`config.mk`:
```
export PLATFORM = sky130hd
export DESIGN_NAME = dbr_dev_flat
export DESIGN_NICKNAME = d
export VERILOG_FILES = /design/src/dbr_pkg.sv /design/src/dbr_if.sv /design/src/dbr_dev.sv /design/src/dbr_bank.sv /design/src/flat_wrapper.sv
export SDC_FILE = /design/constraint.sdc
export NUM_CORES = 1
export LEC_CHECK = 0
export BUFFER_PORTS_ARGS = -buffer_cell sky130_fd_sc_hd__buf_2
export CAP_MARGIN = 20
export CELL_PAD_IN_SITES_DETAIL_PLACEMENT = 1
export CELL_PAD_IN_SITES_GLOBAL_PLACEMENT = 1
export CORE_UTILIZATION = 48
export DETAILED_ROUTE_END_ITERATION = 8
export PLACE_DENSITY = 0.9
export REMOVE_ABC_BUFFERS = 1
export SLEW_MARGIN = 15
export SYNTH_ARGS = -nofsm -noshare
export SYNTH_HDL_FRONTEND = slang
export SYNTH_SLANG_ARGS = --single-unit
```
`constraint.sdc`:
```
create_clock -name CLK_SYS_I -period 2.9 [get_ports CLK_SYS_I]
set_clock_uncertainty 0.1 [all_clocks]
set_input_delay 0.435 -clock CLK_SYS_I [delete_from_list [all_inputs] [get_ports CLK_SYS_I]]
set_output_delay 0.435 -clock CLK_SYS_I [all_outputs]
set_load 0.05 [all_outputs]
```
`src/dbr_pkg.sv`:
```
// package of shared constants and types for the bank and refresh command model
// assumes a 125 MHz system clock and a single command slot per cycle
package dbr_pkg;

    // ************************************************************
    // geometry
    // ************************************************************
    localparam int unsigned BG_W      = 2;
    localparam int unsigned BA_W      = 2;
    localparam int unsigned ROW_W     = 18;
    localparam int unsigned NBANK     = 16;
    localparam int unsigned BANK_W    = 4;
    localparam int unsigned ADDR_W    = 18;
    localparam int unsigned AUTO_PRECHARGE_FLAG_BIT = 10;
    localparam int unsigned FGR_W     = 3;
    localparam int unsigned RCNT_W    = 16;

    // ************************************************************
    // timing
    // ************************************************************
    localparam int unsigned CLK_PS    = 8000;
    localparam int unsigned TRP_PS    = 15000;
    localparam int unsigned TRRDS_PS  = 5300;
    localparam int unsigned TRRDL_PS  = 6400;
    localparam int unsigned TFAW_PS   = 30000;
    localparam int unsigned TWR_PS    = 15000;
    localparam int unsigned TRTP_PS   = 7500;
    localparam int unsigned TRFC1_NS  = 260;
    localparam int unsigned TRFC2_NS  = 160;
    localparam int unsigned TRFC4_NS  = 110;
    localparam int unsigned TREFI_NS  = 7800;
    localparam int unsigned BURST_CYC = 4;

    localparam int unsigned TRP_CYC   = (TRP_PS + CLK_PS - 1) / CLK_PS;
    localparam int unsigned TRRDS_CYC = (TRRDS_PS + CLK_PS - 1) / CLK_PS;
    localparam int unsigned TRRDL_CYC = (TRRDL_PS + CLK_PS - 1) / CLK_PS;
    localparam int unsigned TFAW_CYC  = (TFAW_PS + CLK_PS - 1) / CLK_PS;
    localparam int unsigned TWR_CYC   = (TWR_PS + CLK_PS - 1) / CLK_PS;
    localparam int unsigned TRTP_CYC  = (TRTP_PS + CLK_PS - 1) / CLK_PS;
    localparam int unsigned TRFC1_CYC = (TRFC1_NS * 1000 + CLK_PS - 1) / CLK_PS;
    localparam int unsigned TRFC2_CYC = (TRFC2_NS * 1000 + CLK_PS - 1) / CLK_PS;
    localparam int unsigned TRFC4_CYC = (TRFC4_NS * 1000 + CLK_PS - 1) / CLK_PS;
    localparam int unsigned TREFI_CYC = (TREFI_NS * 1000) / CLK_PS;

    localparam int unsigned TMR_W     = 8;
    localparam int unsigned RFC_W     = 6;

    // ************************************************************
    // refresh limits
    // ************************************************************
    localparam int unsigned POST_MAX1 = 8;
    localparam int unsigned POST_MAX2 = 16;
    localparam int unsigned POST_MAX4 = 32;
    localparam int unsigned CRED_W    = 7;
    localparam int unsigned SKIP_RATIO = 2;

    // fine granularity refresh field codes
    localparam logic [2:0] FGR_FIX1 = 3'h0;
    localparam logic [2:0] FGR_FIX2 = 3'h1;
    localparam logic [2:0] FGR_FIX4 = 3'h2;
    localparam logic [2:0] FGR_OTF2 = 3'h5;
    localparam logic [2:0] FGR_OTF4 = 3'h6;

    // ************************************************************
    // types
    // ************************************************************
    typedef enum logic [2:0] {
        CMD_DES,
        CMD_ACT,
        CMD_PRE,
        CMD_PREA,
        CMD_RD,
        CMD_WR,
        CMD_REF,
        CMD_NOP
    } dbr_cmd_t;

    typedef enum logic [1:0] {
        BK_IDLE,
        BK_ACTIVE,
        BK_PRECH
    } dbr_bank_t;

endpackage

```
`src/dbr_if.sv`:
```
// interface carrying the command and address pins between controller and device
// assumes both ends run on the same system clock
interface dbr_if;
    logic                        cs_n;
    logic                        act_n;
    logic                        ras_n;
    logic                        cas_n;
    logic                        we_n;
    logic [dbr_pkg::BG_W-1:0]    bg;
    logic [dbr_pkg::BA_W-1:0]    ba;
    logic [dbr_pkg::ADDR_W-1:0]  addr;
    logic                        err;

    // ************************************************************
    // modports
    // ************************************************************
    modport ctrl (output cs_n, output act_n, output ras_n, output cas_n, output we_n,
                  output bg, output ba, output addr, input err);
    modport dev  (input cs_n, input act_n, input ras_n, input cas_n, input we_n,
                  input bg, input ba, input addr, output err);
endinterface

```
`src/dbr_dev.sv`:
```
// device end: decodes commands, tracks banks, refresh counter and skipping
// assumes command pins are synchronous to CLK_SYS_I from the controller end
module dbr_dev (
    input  wire logic                          CLK_SYS_I,
    input  wire logic                          RST_I,
    input  wire logic                          CE_I,
    dbr_if.dev                                 link,
    input  wire logic [dbr_pkg::FGR_W-1:0]     FGR_MODE_I,
    input  wire logic                          TEMP_REFRESH_EN_I,
    input  wire logic                          TEMP_BELOW_45_I,
    output logic [dbr_pkg::NBANK-1:0]          BANK_OPEN_O,
    output logic [dbr_pkg::RCNT_W-1:0]         REF_ROW_O,
    output logic                               REF_BUSY_O,
    output logic                               CMD_ERR_O
);
    typedef struct packed {
        logic [dbr_pkg::RCNT_W-1:0]  rcnt;
        logic [dbr_pkg::RFC_W-1:0]   rfc;
        logic [1:0]                  skip;
        logic [dbr_pkg::NBANK-1:0]   open;
        logic                        err;
        logic                        err_o;
        logic                        busy;
    } dbr_dev_st_t;

    dbr_dev_st_t s_q, s_d;

    logic                              is_act, is_pre, is_prea, is_rd, is_wr, is_ref;
    logic [dbr_pkg::BANK_W-1:0]        bank;
    logic [dbr_pkg::NBANK-1:0]         bank_bad;
    dbr_pkg::dbr_bank_t                bank_st [dbr_pkg::NBANK];
    logic [dbr_pkg::RFC_W-1:0]         rfc_len;

    // ************************************************************
    // command decode
    // ************************************************************
    assign bank    = {link.bg, link.ba};
    assign is_act  = !link.cs_n && !link.act_n;
    assign is_ref  = !link.cs_n && link.act_n && !link.ras_n && !link.cas_n
                     && link.we_n;
    assign is_pre  = !link.cs_n && link.act_n && !link.ras_n && link.cas_n && !link.we_n
                     && !link.addr[dbr_pkg::AUTO_PRECHARGE_FLAG_BIT];
    assign is_prea = !link.cs_n && link.act_n && !link.ras_n && link.cas_n && !link.we_n
                     && link.addr[dbr_pkg::AUTO_PRECHARGE_FLAG_BIT];
    assign is_rd   = !link.cs_n && link.act_n && link.ras_n && !link.cas_n && link.we_n;
    assign is_wr   = !link.cs_n && link.act_n && link.ras_n && !link.cas_n && !link.we_n;

    // refresh cycle length from rate mode, OTF picks by bg0
    always_comb
    begin
        rfc_len = dbr_pkg::RFC_W'(dbr_pkg::TRFC1_CYC);
        unique case (FGR_MODE_I)
            dbr_pkg::FGR_FIX2: rfc_len = dbr_pkg::RFC_W'(dbr_pkg::TRFC2_CYC);
            dbr_pkg::FGR_FIX4: rfc_len = dbr_pkg::RFC_W'(dbr_pkg::TRFC4_CYC);
            dbr_pkg::FGR_OTF2: if (link.bg[0]) rfc_len = dbr_pkg::RFC_W'(dbr_pkg::TRFC2_CYC);
            dbr_pkg::FGR_OTF4: if (link.bg[0]) rfc_len = dbr_pkg::RFC_W'(dbr_pkg::TRFC4_CYC);
            default: rfc_len = dbr_pkg::RFC_W'(dbr_pkg::TRFC1_CYC);
        endcase
    end

    // ************************************************************
    // banks
    // ************************************************************
    genvar g;
    generate
        for (g = 0; g < dbr_pkg::NBANK; g++)
        begin : g_bank
            logic hit;
            assign hit = (bank == dbr_pkg::BANK_W'(g));
            dbr_bank u_bank (
                .clk_i   (CLK_SYS_I),
                .rst_i   (RST_I),
                .en_i    (CE_I),
                .act_i   (is_act && hit && s_q.rfc == '0),
                .pre_i   ((is_pre && hit) || is_prea),
                .rd_i    (is_rd && hit),
                .wr_i    (is_wr && hit),
                .auto_precharge_flag_i (link.addr[dbr_pkg::AUTO_PRECHARGE_FLAG_BIT]),
                .ref_i   (is_ref && s_q.rfc == '0),
                .row_i   (link.addr[dbr_pkg::ROW_W-1:0]),
                .state_o (bank_st[g]),
                .row_o   (),
                .bad_o   (bank_bad[g])
            );
        end
    endgenerate

    // ************************************************************
    // refresh counter, lockout, skipping, error flag
    // ************************************************************
    always_comb
    begin
        s_d     = s_q;
        s_d.err = 1'b0;
        if (s_q.rfc != '0)
        begin
            s_d.rfc = s_q.rfc - 1'b1;
            if (!link.cs_n)
                s_d.err = 1'b1;
        end
        else if (is_ref)
        begin
            s_d.rfc = rfc_len;
            // every refresh is registered; some skip internal row step
            if (TEMP_REFRESH_EN_I && TEMP_BELOW_45_I)
            begin
                s_d.skip = s_q.skip + 1'b1;
                if (s_q.skip == 2'(dbr_pkg::SKIP_RATIO - 1))
                begin
                    s_d.skip = '0;
                    s_d.rcnt = s_q.rcnt + 1'b1;
                end
            end
            else
                s_d.rcnt = s_q.rcnt + 1'b1;
        end
        if (|bank_bad)
            s_d.err = 1'b1;
        s_d.err_o = s_q.err;
        s_d.busy  = (s_d.rfc != '0);
        for (int i = 0; i < dbr_pkg::NBANK; i++)
            s_d.open[i] = (bank_st[i] == dbr_pkg::BK_ACTIVE);
    end

    always_ff @(posedge CLK_SYS_I)
    begin
        if (RST_I)
            s_q <= '0;
        else if (CE_I)
            s_q <= s_d;
    end

    assign link.err    = s_q.err;
    assign BANK_OPEN_O = s_q.open;
    assign REF_ROW_O   = s_q.rcnt;
    assign REF_BUSY_O  = s_q.busy;
    assign CMD_ERR_O   = s_q.err_o;
endmodule

```
`src/dbr_bank.sv`:
```
// one bank state machine: idle, active with open row, precharging
// assumes the caller presents at most one decoded command per cycle
module dbr_bank (
    input  wire logic                       clk_i,
    input  wire logic                       rst_i,
    input  wire logic                       en_i,
    input  wire logic                       act_i,
    input  wire logic                       pre_i,
    input  wire logic                       rd_i,
    input  wire logic                       wr_i,
    input  wire logic                       auto_precharge_flag_i,
    input  wire logic                       ref_i,
    input  wire logic [dbr_pkg::ROW_W-1:0]  row_i,
    output dbr_pkg::dbr_bank_t              state_o,
    output logic      [dbr_pkg::ROW_W-1:0]  row_o,
    output logic                            bad_o
);
    typedef struct packed {
        dbr_pkg::dbr_bank_t               st;
        logic [dbr_pkg::ROW_W-1:0]        row;
        logic [dbr_pkg::TMR_W-1:0]        tmr;
        logic                             auto_pend;
        logic [dbr_pkg::TMR_W-1:0]        auto_tmr;
        logic                             bad;
    } dbr_bank_st_t;

    dbr_bank_st_t s_q, s_d;
    logic         rdy;

    // precharge period over counts as idle again
    assign rdy = (s_q.st == dbr_pkg::BK_IDLE)
                 || (s_q.st == dbr_pkg::BK_PRECH && s_q.tmr == '0);

    // ************************************************************
    // next state
    // ************************************************************
    always_comb
    begin
        s_d     = s_q;
        s_d.bad = 1'b0;
        if (s_q.tmr != '0)
            s_d.tmr = s_q.tmr - 1'b1;
        if (s_q.st == dbr_pkg::BK_PRECH && s_q.tmr == '0)
            s_d.st = dbr_pkg::BK_IDLE;
        // auto precharge waits for restore or write data store
        if (s_q.auto_pend)
        begin
            if (s_q.auto_tmr != '0)
                s_d.auto_tmr = s_q.auto_tmr - 1'b1;
            else
            begin
                s_d.auto_pend = 1'b0;
                s_d.st        = dbr_pkg::BK_PRECH;
                s_d.tmr       = dbr_pkg::TMR_W'(dbr_pkg::TRP_CYC - 1);
            end
        end
        if (act_i)
        begin
            if (rdy)
            begin
                s_d.st  = dbr_pkg::BK_ACTIVE;
                s_d.row = row_i;
            end
            else
                s_d.bad = 1'b1;
        end
        else if (pre_i)
        begin
            // precharge to idle or precharging bank restarts the period
            s_d.st      = dbr_pkg::BK_PRECH;
            s_d.tmr     = dbr_pkg::TMR_W'(dbr_pkg::TRP_CYC - 1);
            s_d.auto_pend = 1'b0;
        end
        else if (rd_i || wr_i)
        begin
            if (s_q.st != dbr_pkg::BK_ACTIVE || s_q.auto_pend)
                s_d.bad = 1'b1;
            else if (auto_precharge_flag_i)
            begin
                s_d.auto_pend = 1'b1;
                // write waits for last data plus recovery
                s_d.auto_tmr  = wr_i ? dbr_pkg::TMR_W'(dbr_pkg::BURST_CYC + dbr_pkg::TWR_CYC)
                                     : dbr_pkg::TMR_W'(dbr_pkg::TRTP_CYC);
            end
        end
        else if (ref_i)
        begin
            if (!rdy)
                s_d.bad = 1'b1;
            s_d.st = dbr_pkg::BK_IDLE;
        end
    end

    // ************************************************************
    // state register
    // ************************************************************
    always_ff @(posedge clk_i)
    begin
        if (rst_i)
            s_q <= '{st: dbr_pkg::BK_IDLE, default: '0};
        else if (en_i)
            s_q <= s_d;
    end

    assign state_o = s_q.st;
    assign row_o   = s_q.row;
    assign bad_o   = s_q.bad;
endmodule

```
`src/flat_wrapper.sv`:
```
// flat-port wrapper written by rule: the top's interface ports become plain ports
module dbr_dev_flat 
  (CLK_SYS_I, RST_I, CE_I, FGR_MODE_I, TEMP_REFRESH_EN_I, TEMP_BELOW_45_I, BANK_OPEN_O, REF_ROW_O, REF_BUSY_O, CMD_ERR_O, link_cs_n, link_act_n, link_ras_n, link_cas_n, link_we_n, link_bg, link_ba, link_addr, link_err);
  dbr_if link_i ();
  input  wire logic CLK_SYS_I;
  input  wire logic RST_I;
  input  wire logic CE_I;
  input  wire logic [dbr_pkg::FGR_W-1:0] FGR_MODE_I;
  input  wire logic TEMP_REFRESH_EN_I;
  input  wire logic TEMP_BELOW_45_I;
  output logic [dbr_pkg::NBANK-1:0] BANK_OPEN_O;
  output logic [dbr_pkg::RCNT_W-1:0] REF_ROW_O;
  output logic REF_BUSY_O;
  output logic CMD_ERR_O;
  input wire logic [$bits(link_i.cs_n)-1:0] link_cs_n;
  input wire logic [$bits(link_i.act_n)-1:0] link_act_n;
  input wire logic [$bits(link_i.ras_n)-1:0] link_ras_n;
  input wire logic [$bits(link_i.cas_n)-1:0] link_cas_n;
  input wire logic [$bits(link_i.we_n)-1:0] link_we_n;
  input wire logic [$bits(link_i.bg)-1:0] link_bg;
  input wire logic [$bits(link_i.ba)-1:0] link_ba;
  input wire logic [$bits(link_i.addr)-1:0] link_addr;
  output wire logic [$bits(link_i.err)-1:0] link_err;
  assign link_i.cs_n = link_cs_n;
  assign link_i.act_n = link_act_n;
  assign link_i.ras_n = link_ras_n;
  assign link_i.cas_n = link_cas_n;
  assign link_i.we_n = link_we_n;
  assign link_i.bg = link_bg;
  assign link_i.ba = link_ba;
  assign link_i.addr = link_addr;
  assign link_err = link_i.err;
  dbr_dev u_core (.CLK_SYS_I(CLK_SYS_I), .RST_I(RST_I), .CE_I(CE_I), .link(link_i), .FGR_MODE_I(FGR_MODE_I), .TEMP_REFRESH_EN_I(TEMP_REFRESH_EN_I), .TEMP_BELOW_45_I(TEMP_BELOW_45_I), .BANK_OPEN_O(BANK_OPEN_O), .REF_ROW_O(REF_ROW_O), .REF_BUSY_O(REF_BUSY_O), .CMD_ERR_O(CMD_ERR_O));
endmodule
```
# After elaboration in Yosys (flattened, before gate mapping)
# Cells that the tools add are included.
# totals
elab_cells	888
inputBits	35
reg_bits	651
out_inout_bits	35
# classes
n_reduce_logical	268
n_addsub	35
mux	412
eq_ne	69
n_bitwise	1
# ops
op	n
$mux W9	80
$mux W17	32
$mux W8	49
$mux W20	16
$reduce_bool A8 Y1	32
$sub A8 B1 Y8 const B	32
$mux W2	114
$logic_not A8 Y1	16
$logic_and A1 B1 Y1	111
$mux W1	99
$logic_or A1 B1 Y1	64
$mux W3	16
$reduce_and A3 Y1	16
$eq A2 B1 Y1 const B	17
$eq A2 B2 Y1 const B	16
$eq A4 B4 Y1 const B	8
$logic_not A2 Y1	16
$mux W16	2
$ne A2 B1 Y1 const B	16
$pmux W6 S4	1
$mux W6	3
$add A16 B1 Y16 const B	1
$eq A4 B3 Y1 const B	4
$reduce_or A16 Y1	1
14 further kinds	23

# Depth between registers and ports, before layout
# Gate-level depths: netlist of the first run.
# logic_depth
word_depth	12
depth_mapped	10
mapped_depth_nobuf	7

# Cells and area by module
# A second synthesis of the first run with hierarchy kept.
# hier_totals
cells_unflattened	4590
area_unflattened_um2	37831.3
# modules_own_cells
module	area_per_inst_um2	cells_per_inst	n_inst
dbr_bank at u_core.g_bank[11].u_bank ...	2208.4	264	8
dbr_bank at u_core.g_bank[0].u_bank ...	2165.8	260	8
dbr_dev	2837.7	398	1

# Least setup slack after synthesis of the first run
# No wires, ideal clock.
# synth_path
path_kind	input to register
startpoint	input port link_ba[1]
endpoint	register u_core.g_bank[1].u_bank.s_q[16] (netlist bit)
setup_ns	0.117
n_path_buf	1
t_required_ns	2.683
arrival_time_ns	2.208
path_slack_ns	0.475
path_stages	6
cell_sequence	clkbuf_1 > or4b_2 > a211oi_2 > nor4b_2 > a21o_1 > a22o_1
# synth_between
elab_chain_cells	5
# synth_lines
item	line	source
from (decl)	flat_wrapper.sv:21	input wire logic [$bits(link_i.ba)-1:0] link_ba;
$eq A4 B1 Y1 (*)	dbr_dev.sv:69	assign hit = (bank == dbr_pkg::BANK_W'(g));
$logic_and A1 B1 Y1	dbr_dev.sv:75	.pre_i ((is_pre && hit) || is_prea),
$logic_or A1 B1 Y1	dbr_dev.sv:75	
$mux W8	dbr_bank.sv:67	else if (pre_i)
$mux W17 (*)	dbr_bank.sv:57	if (act_i)
to (signal assigned)	dbr_bank.sv:100	s_q <= '{st: dbr_pkg::BK_IDLE, default: '0};
to (signal assigned)	dbr_bank.sv:102	s_q <= s_d;
to (decl)	dbr_bank.sv:27	dbr_bank_st_t s_q, s_d;
# Every way passes the cells marked *; elsewhere a longest branch is shown, timed or not.
# A chain may end at the register's enable or synchronous reset.

# Worst setup path in the final report of the first run
# layout_path
startpoint	register u_core.s_q[21] (netlist bit)
endpoint	register u_core.g_bank[6].u_bank.s_q, in the netlist u_core.g_bank[6].u_bank.bad_o
# layout_between
elab_chain_cells	6
# layout_lines
item	line	source
from (decl)	dbr_dev.sv:26	dbr_dev_st_t s_q, s_d;
from (signal assigned)	dbr_dev.sv:128	s_q <= '0;
from (signal assigned)	dbr_dev.sv:130	s_q <= s_d;
$logic_not A6 Y1 (*)	dbr_dev.sv:74, dbr_dev.sv:79	
$logic_and A1 B1 Y1	dbr_dev.sv:79	.ref_i (is_ref && s_q.rfc == '0),
$mux W1	dbr_bank.sv:86	else if (ref_i)
$mux W1	dbr_bank.sv:74	else if (rd_i || wr_i)
$mux W9	dbr_bank.sv:67	
$mux W1 (*)	dbr_bank.sv:57	
to (signal assigned)	dbr_bank.sv:100	
to (signal assigned)	dbr_bank.sv:102	
to (decl)	dbr_bank.sv:27	
# Marks and branches as above.

==> run summary, run 1 <==
The run finished with clean final reports. The arrival time at the worst endpoint is 3.04 ns. CTS built an H-tree with a depth of 2. The tools report the remaining global-route overflow as 0. The count of antenna-violating nets left after detailed routing is 0, and the synthesis warning total is 0.

Summing every instance area after synthesis gives 20900 µm². Setup violations remaining at the end of the flow were counted as 0. Of the total power, combinational logic draws 35.0%. In the final layout, the share of cells above drive strength 1 is 10.9%. For this design the ratio of total power to cell area is 800 nW/µm².

Cell at the slowest stage of the critical path: sky130_fd_sc_hd__or4b_1. The tools report the cell count after placement as 3188. The library cells used most frequently in the layout, excluding fill and tap cells, are 363 x sky130_fd_sc_hd__dfxtp_1, 235 x sky130_fd_sc_hd__nor2_1, 224 x sky130_fd_sc_hd__nand2_1, 167 x sky130_fd_sc_hd__a21oi_1, 126 x sky130_fd_sc_hd__o21ai_0. The total power draw came out at 18.8 mW.

Hold repair after CTS inserted 0 buffers. Static timing analysis puts the maximum clock frequency at 376 MHz. The later-pin clock latency in the skew report is 0.59 ns, and the per-instance average area after synthesis is 7.95 µm².

The leakage power figure was 8.78 nW; the instance area at placement was 22000 µm². The final-report max-slew violation count was 0. The post-layout utilization of the core came out at 54.4%. The logs give 29.3% for the part of the total power dissipated in the clock network and 11.6 mW for the internal power contribution.

The wire length after detailed routing was 72.3 mm. Dividing the detail-routed wire length by the instance count gives 22.2 µm. The tool flagged a number of max-cap violations equal to 0. The pre-antenna-repair detailed-routing pass consisted of 6 iterations. The kind of path behind the tightest hold check was in2reg. The most used flip-flop cell after synthesis is sky130_fd_sc_hd__dfxtp_1. Root cell of the clock tree: sky130_fd_sc_hd__clkbuf_16. Detailed placement finished with a half-perimeter wire length of 47.8 mm. The count of pins on the block boundary is 70, and the signed area change from the synthesized netlist to the final layout is 12.1%.

The ratio of final minimum period to clock period is 91.6%, and the post-detailed-route via-to-cell ratio is 6.63. After detailed routing, the number of remaining DRC violations is 0. In this run the power spent charging and discharging nets is 7.17 mW. Across the VDD grid, the largest voltage drop is 466 µV. Post-CTS repair changed the size of 0 cells. The number of DRC markers after the initial detailed-route iteration was 1778. The first global-routing pass estimated 117 mm of wire. The number of setup buffers added after CTS is 0.

In this run, CTS created clock tree buffers numbering 42. Once the floorplan was initialized, standard cells occupied 48.6% of the core. Number of global-route vias before repair: 22500.

No sink is reached through more buffers than the 3 on the longest clock path. The initialized floorplan defines 76 standard-cell rows. STA puts the critical path data required time at 3.28 ns. Counting both buffers and inverters, the worst setup path holds a total of 2.

The critical path goes through inv_1 -> ha_1 -> or4b_1 -> nor4_2 -> buf_12 -> a21oi_1 -> o21a_1 -> nor3_1. TritonCTS built the clock tree. The number of distinct library cells after synthesis came out at 81.

Net switching is 38.2% of the power. The die boundary width is 211 µm. The tools report the global placer's final weighted congestion as 0.856.

The number of storage elements in the synthesis netlist works out to 363. The shortest period the worst path allows was 2.66 ns. Critical path endpoint category: a flop.

Counting flops with a built-in enable in the synthesized netlist gives 0. Excluding fillers, the count of instances in the completed layout stands at 3265. For the pin with the worst max-slew slack, the measured transition is 1.04 ns. The share of total power dissipated in sequential elements is 35.7%.

Across all layers, the routed design uses 21600 vias. Measured against its own limit, the worst slew margin works out to 29.4%. Sequential cells were found to cover 34.7% of the synthesized design area. On the worst path, the slowest cell contributes a delay of 0.57 ns.

Counting flops with an async set or reset pin after synthesis yields a share of 0%. The die covers 44400 µm². After clock tree synthesis, the clock-pin slew on the worst setup and hold paths is 0.06 ns. The maximum number of pins on one net before global-route repair is 89. The tools report the final-report hold violation count as 0.

Global routing used 31.9% of the available tracks. The count of input and output buffers was 52. The core region is 43100 µm². The largest fanout on the critical path came out at 23. Leaving out fill and tap cells, the most frequent cell in the layout is sky130_fd_sc_hd__dfxtp_1.

The cell count after synthesis came out at 2631. After routing the design area is 23500 µm². The count of clock tree sinks is 363. In this design, the largest share of critical-path delay is due to simple AND/OR/NAND/NOR gates. The initial antenna violation count is 2. The final net count was 2749. Setup repair after global routing left no endpoint under its margin. The vertical extent of the die came out at 211 µm.

The worst setup path is of the reg2reg kind. STA classifies the critical path startpoint as a flop.
[cell usage after synthesis (all sizes together) (29+ instances only)]
cell    count  area, µm²
buf        53        338
nand4      33        206
dfxtp     363       7270
nand2b     29        181
clkbuf    130        489
nor2      236        886
ha         67        838
xnor2      32        280
a22o       30        263
nor4       72        457
a21o       33        248
nor2b      29        181
nor3      115        576
nand3      94        470
or3        31        194
o21ai     128        641
inv       109        409
a31oi      70        438
o31ai      50        375
a21oi     167        836
nand2     225        845
a211oi     52        400
[registers in the layout, indices dropped and copies added (netlist names)]
register,count
u_core.g_bank.u_bank.s_q,272
u_core.g_bank.u_bank.state_o,32
u_core.BANK_OPEN_O,16
u_core.REF_ROW_O,16
u_core.g_bank.u_bank.bad_o,16
u_core.s_q,8
u_core.CMD_ERR_O,1
u_core.REF_BUSY_O,1
u_core.link.err,1
[power groups by stage]
stage               combinational (mW)  sequential [mW]  clock [mW]
global route                      7.20             6.81        5.73
detailed placement                6.33             6.75           0
CTS                               6.48             6.67        5.54
floorplan                         4.53             6.52           0
global placement                  5.87             6.65           0
finish                            6.57             6.71        5.49
[metal layers]
metal / global-route usage (%) / wire (µm)
met1: 38.0 / 29600
met4: 17.4 / 3330
met2: 55.5 / 35100
met3: 4.52 / 4340
met5: 0 / 0
[path summary, 6_finish.rpt]
| kind | from | end | slack [ns] | depth (start not counted) |
|---|---|---|---|---|
| setup / recovery | u_core.s_q[21] | u_core.g_bank[6].u_bank.bad_o | 0.24 | 8 |
| setup reg to reg | u_core.s_q[21] | u_core.g_bank[6].u_bank.bad_o | 0.24 | 8 |
| hold / removal | CE_I | u_core.g_bank[2].u_bank.s_q[2] | 0.12 | 2 |
| hold reg to reg | u_core.BANK_OPEN_O[11] | u_core.BANK_OPEN_O[11] | 0.37 | 2 |
[cells by family (layout without fill, tap and decap cells)]
family | count (synthesis) | in the layout | share of synthesized area, %
AO/OA/AOI/OAI | 770 | 770 | 25.0
AND/OR/NAND/NOR | 1072 | 1072 | 27.5
XOR/XNOR | 50 | 50 | 2.09
buffers and inverters | 294 | 341 | 5.94
other | 0 | 2 | 0
flip-flops | 363 | 363 | 34.7
adder cells (fa/ha/maj) | 67 | 67 | 4.01
multiplexers | 15 | 15 | 0.718
[cell type report]
class	count	area (µm²)
clock buffers	62	1270
repair buffers	155	1160
diodes	2	5.00
clock inverters	13	139
well taps	585	732
multi-input cells	1974	12500
flip-flops and latches	363	7270
inverters	111	422
fillers	5227	19600
[per-stage QoR]
step	hold slack, ns	setup slack (ns)	setup TNS [ns]
final	0.119	0.243	0
after global routing	0.136	0.106	0
after CTS	0.106	0.147	0
after detailed placement	0.352	0.128	0
after global placement	0.334	0.219	0
after floorplan	0.330	-2.32	-329.56
Power figures use the tool's default switching activity.
==> run 2: changes to the inputs <==
--- a/config.mk
+++ b/config.mk
@@ -12,7 +12,6 @@
 export CORE_UTILIZATION = 48
 export DETAILED_ROUTE_END_ITERATION = 8
 export PLACE_DENSITY = 0.9
-export REMOVE_ABC_BUFFERS = 1
 export SLEW_MARGIN = 15
 export SYNTH_ARGS = -nofsm -noshare
 export SYNTH_HDL_FRONTEND = slang
==> run 2 against run 1 <==
Compared with the run above:
- setup slack got worse by 0.010 ns
- wire length is 2.5% lower
- worst hold slack gained 0.078 ns
- register-to-register slack hardly changed
- final cell count fell by 0.74%
- non-clock buffer count decreased by 17
- clock-buffer cell count rose by 1
- cell area is 1.1% lower
- flip-flop and latch count is the same
==> run summary, run 2 (same netlist as run 1, synthesis figures left out) <==
At the pin with the least slew margin, the transition time is 0.990 ns. The worst reg2reg path depth is 8, and the signed area change from the synthesized netlist to the final layout is 10.9%. Measured along the x axis, the die boundary spans 211 µm.

The logs give 3.29 ns for the critical path data required time and 0 for the number of hold-repair buffers added at the cts stage. The first global-routing pass estimated 115 mm of wire. The register with the most flip-flops in the layout has 272 of them.

The final cell count without fillers was 3241; the hold-critical path depth was 3. The tools report the count of pins on the block boundary as 70. In the routed layout, each cell is associated on average with a via count of 6.63.

CTS built an H-tree with a depth of 2. The worst-case IR drop observed on VDD is 647 µV. The clock drives 363 sinks.

The run gives 0 as the number of resized instances in the post-cts repair step. The setup path with the least slack is of type reg2reg. Root cell of the clock tree: sky130_fd_sc_hd__clkbuf_16. The largest fanout on the critical path was 14; the aggregate negative setup slack was 0 ns. The post-route DRC violation count is 0, and the setup violation total in the final timing report is 0. The run gives 21500 as the via total after detailed routing. The tools report the critical path endpoint category as a flop. The count of input and output buffers was 52.

The largest individual stage delay along the critical path comes from the cell sky130_fd_sc_hd__or4b_1. The clock passes through at most 3 buffers. The logs give 4 for the initial antenna violation count and 0 for the remaining global-route overflow. The final-report hold violation count is 0, and the number of global-route vias before repair is 22400. In the final routed layout, each cell accounts on average for 21.8 µm. The number of setup buffers added after CTS is 0. The logs give 12400 µm² for the area occupied by multi-input gates and 2733 for the net count of the mapped netlist.

The tools report the arrival time at the worst endpoint as 3.06 ns. Startpoint class of the critical path: a flop. For the worst-skew pair, the clock arrives at the later sink with an insertion delay of 0.58 ns. The iteration count of the initial detailed-routing pass is 5, and the total half-perimeter wirelength after legalization and detailed placement is 45.8 mm. The all-layer global routing usage was 31.4%. The die footprint came out at 44400 µm².

The worst path in the final design needs a cycle of 2.67 ns, including I/O delays and setup. The worst pin sits at a relative slew slack of 33.2%. The ratio of final minimum period to clock period was 92.0%.

The tool flagged a number of max-cap violations equal to 0. Once the floorplan was initialized, standard cells occupied 48.6% of the core. The final-report max-slew violation count was 0; the vertical extent of the die was 211 µm.

In the layout the commonest cells are 363 x sky130_fd_sc_hd__dfxtp_1, 235 x sky130_fd_sc_hd__nor2_1, 224 x sky130_fd_sc_hd__nand2_1, 167 x sky130_fd_sc_hd__a21oi_1, 126 x sky130_fd_sc_hd__o21ai_0. The maximum single-stage delay on the critical path works out to 0.58 ns. The leakage power figure was 8.62 nW. Setup repair after global routing left no endpoint under its margin. Summing all flip-flop and latch instances after layout gives 7270 µm².

The largest register by flop count was u_core.g_bank.u_bank.s_q. TritonCTS created 41 clock buffers. The maximum operating frequency is 375 MHz. TritonCTS built the clock tree.

Clock-pin slew was measured on the worst setup and hold paths at 0.06 ns. Routability-driven placement finished with a final weighted congestion of 0.911. Summed over all layers, the routed wires come to 70.5 mm.

The maximum number of pins on one net before global-route repair is 97. For the cell count after placement, the log shows 3171. Number of placement rows: 76.

The kind of path behind the tightest hold check is in2reg. The fraction of final layout cells with drive strength greater than 1 was 9.83%; the number of DRC markers after the initial detailed-route iteration was 1720. Commonest non-fill, non-tap cell in the layout: sky130_fd_sc_hd__dfxtp_1.

The number of filler instances in the final layout is 5222. The flow ran to the end, and the final reports show no timing, DRC or antenna violations. The core footprint is 43100 µm², and the power density normalized to cell area is 793 nW/µm². The final net count is 2731, and the count of antenna-violating nets left after detailed routing is 0. Walking the worst path, the cells encountered are inv_1 -> ha_1 -> or4b_1 -> nor4_2 -> buf_4 -> a21oi_1 -> o32a_1 -> a211oi_1.
==> run 2: cell type report <==
class | instances | area share (%)
multi-input combinational | 1974 | 53.7
sequential | 363 | 31.3
clock buffer | 63 | 5.26
timing repair buffer | 138 | 4.46
tap | 585 | 3.16
inverter | 111 | 1.82
clock inverter | 6 | 0.307
antenna | 1 | 0.0108
==> run 2: through the flow <==
stage,hold slack (ns),power (mW),setup slack [ns],instance area (µm²),util (%)
6_report,0.196,18.4,0.233,23200,53.8
4_1_cts,0.180,18.4,0.281,23200,53.8
3_5_place_dp,0.354,13.1,0.160,21900,50.8
2_1_floorplan,0.330,11.2,0.475,20900,-
3_3_place_gp,0.333,12.5,0.276,21900,50.8
5_1_grt,0.203,19.4,0.0262,23200,53.8
==> run 2: layer usage <==
layer	global-route usage [%]	part of all wire (%)	up-vias
met5	0	0.060	-
met3	5.90	6.4	249
met4	15.5	4.4	6
met2	54.2	48	750
li1	-	-	9816
met1	37.3	41	10700
==> run 2: worst paths after layout <==
check / start / to / slack, ns
min: CE_I / u_core.g_bank[11].u_bank.bad_o / 0.20
max: u_core.s_q[21] / u_core.g_bank[14].u_bank.bad_o / 0.23
max reg2reg: u_core.s_q[21] / u_core.g_bank[14].u_bank.bad_o / 0.23
min reg2reg: u_core.BANK_OPEN_O[11] / u_core.BANK_OPEN_O[11] / 0.36
==> run 2: worst max-delay path: cells and delay by family (launching register included) <==
| kind | cells | cell delay (ns) |
|---|---|---|
| DFF | 1 | 0.35 |
| buffers and inverters | 2 | 0.48 |
| adders and majority gates | 1 | 0.26 |
| and+or+nand+nor | 2 | 0.93 |
| AOI/OAI and AO/OA | 3 | 0.47 |
==> run 2: where the power goes <==
group          internal, mW  leakage (nW)  switching (mW)  total (mW)
Sequential             5.80          2.95           0.901        6.70
Clock                  2.97         0.626            2.18        5.15
Combinational          2.55          5.04            3.97        6.53
Total                  11.3          8.62            7.05        18.4
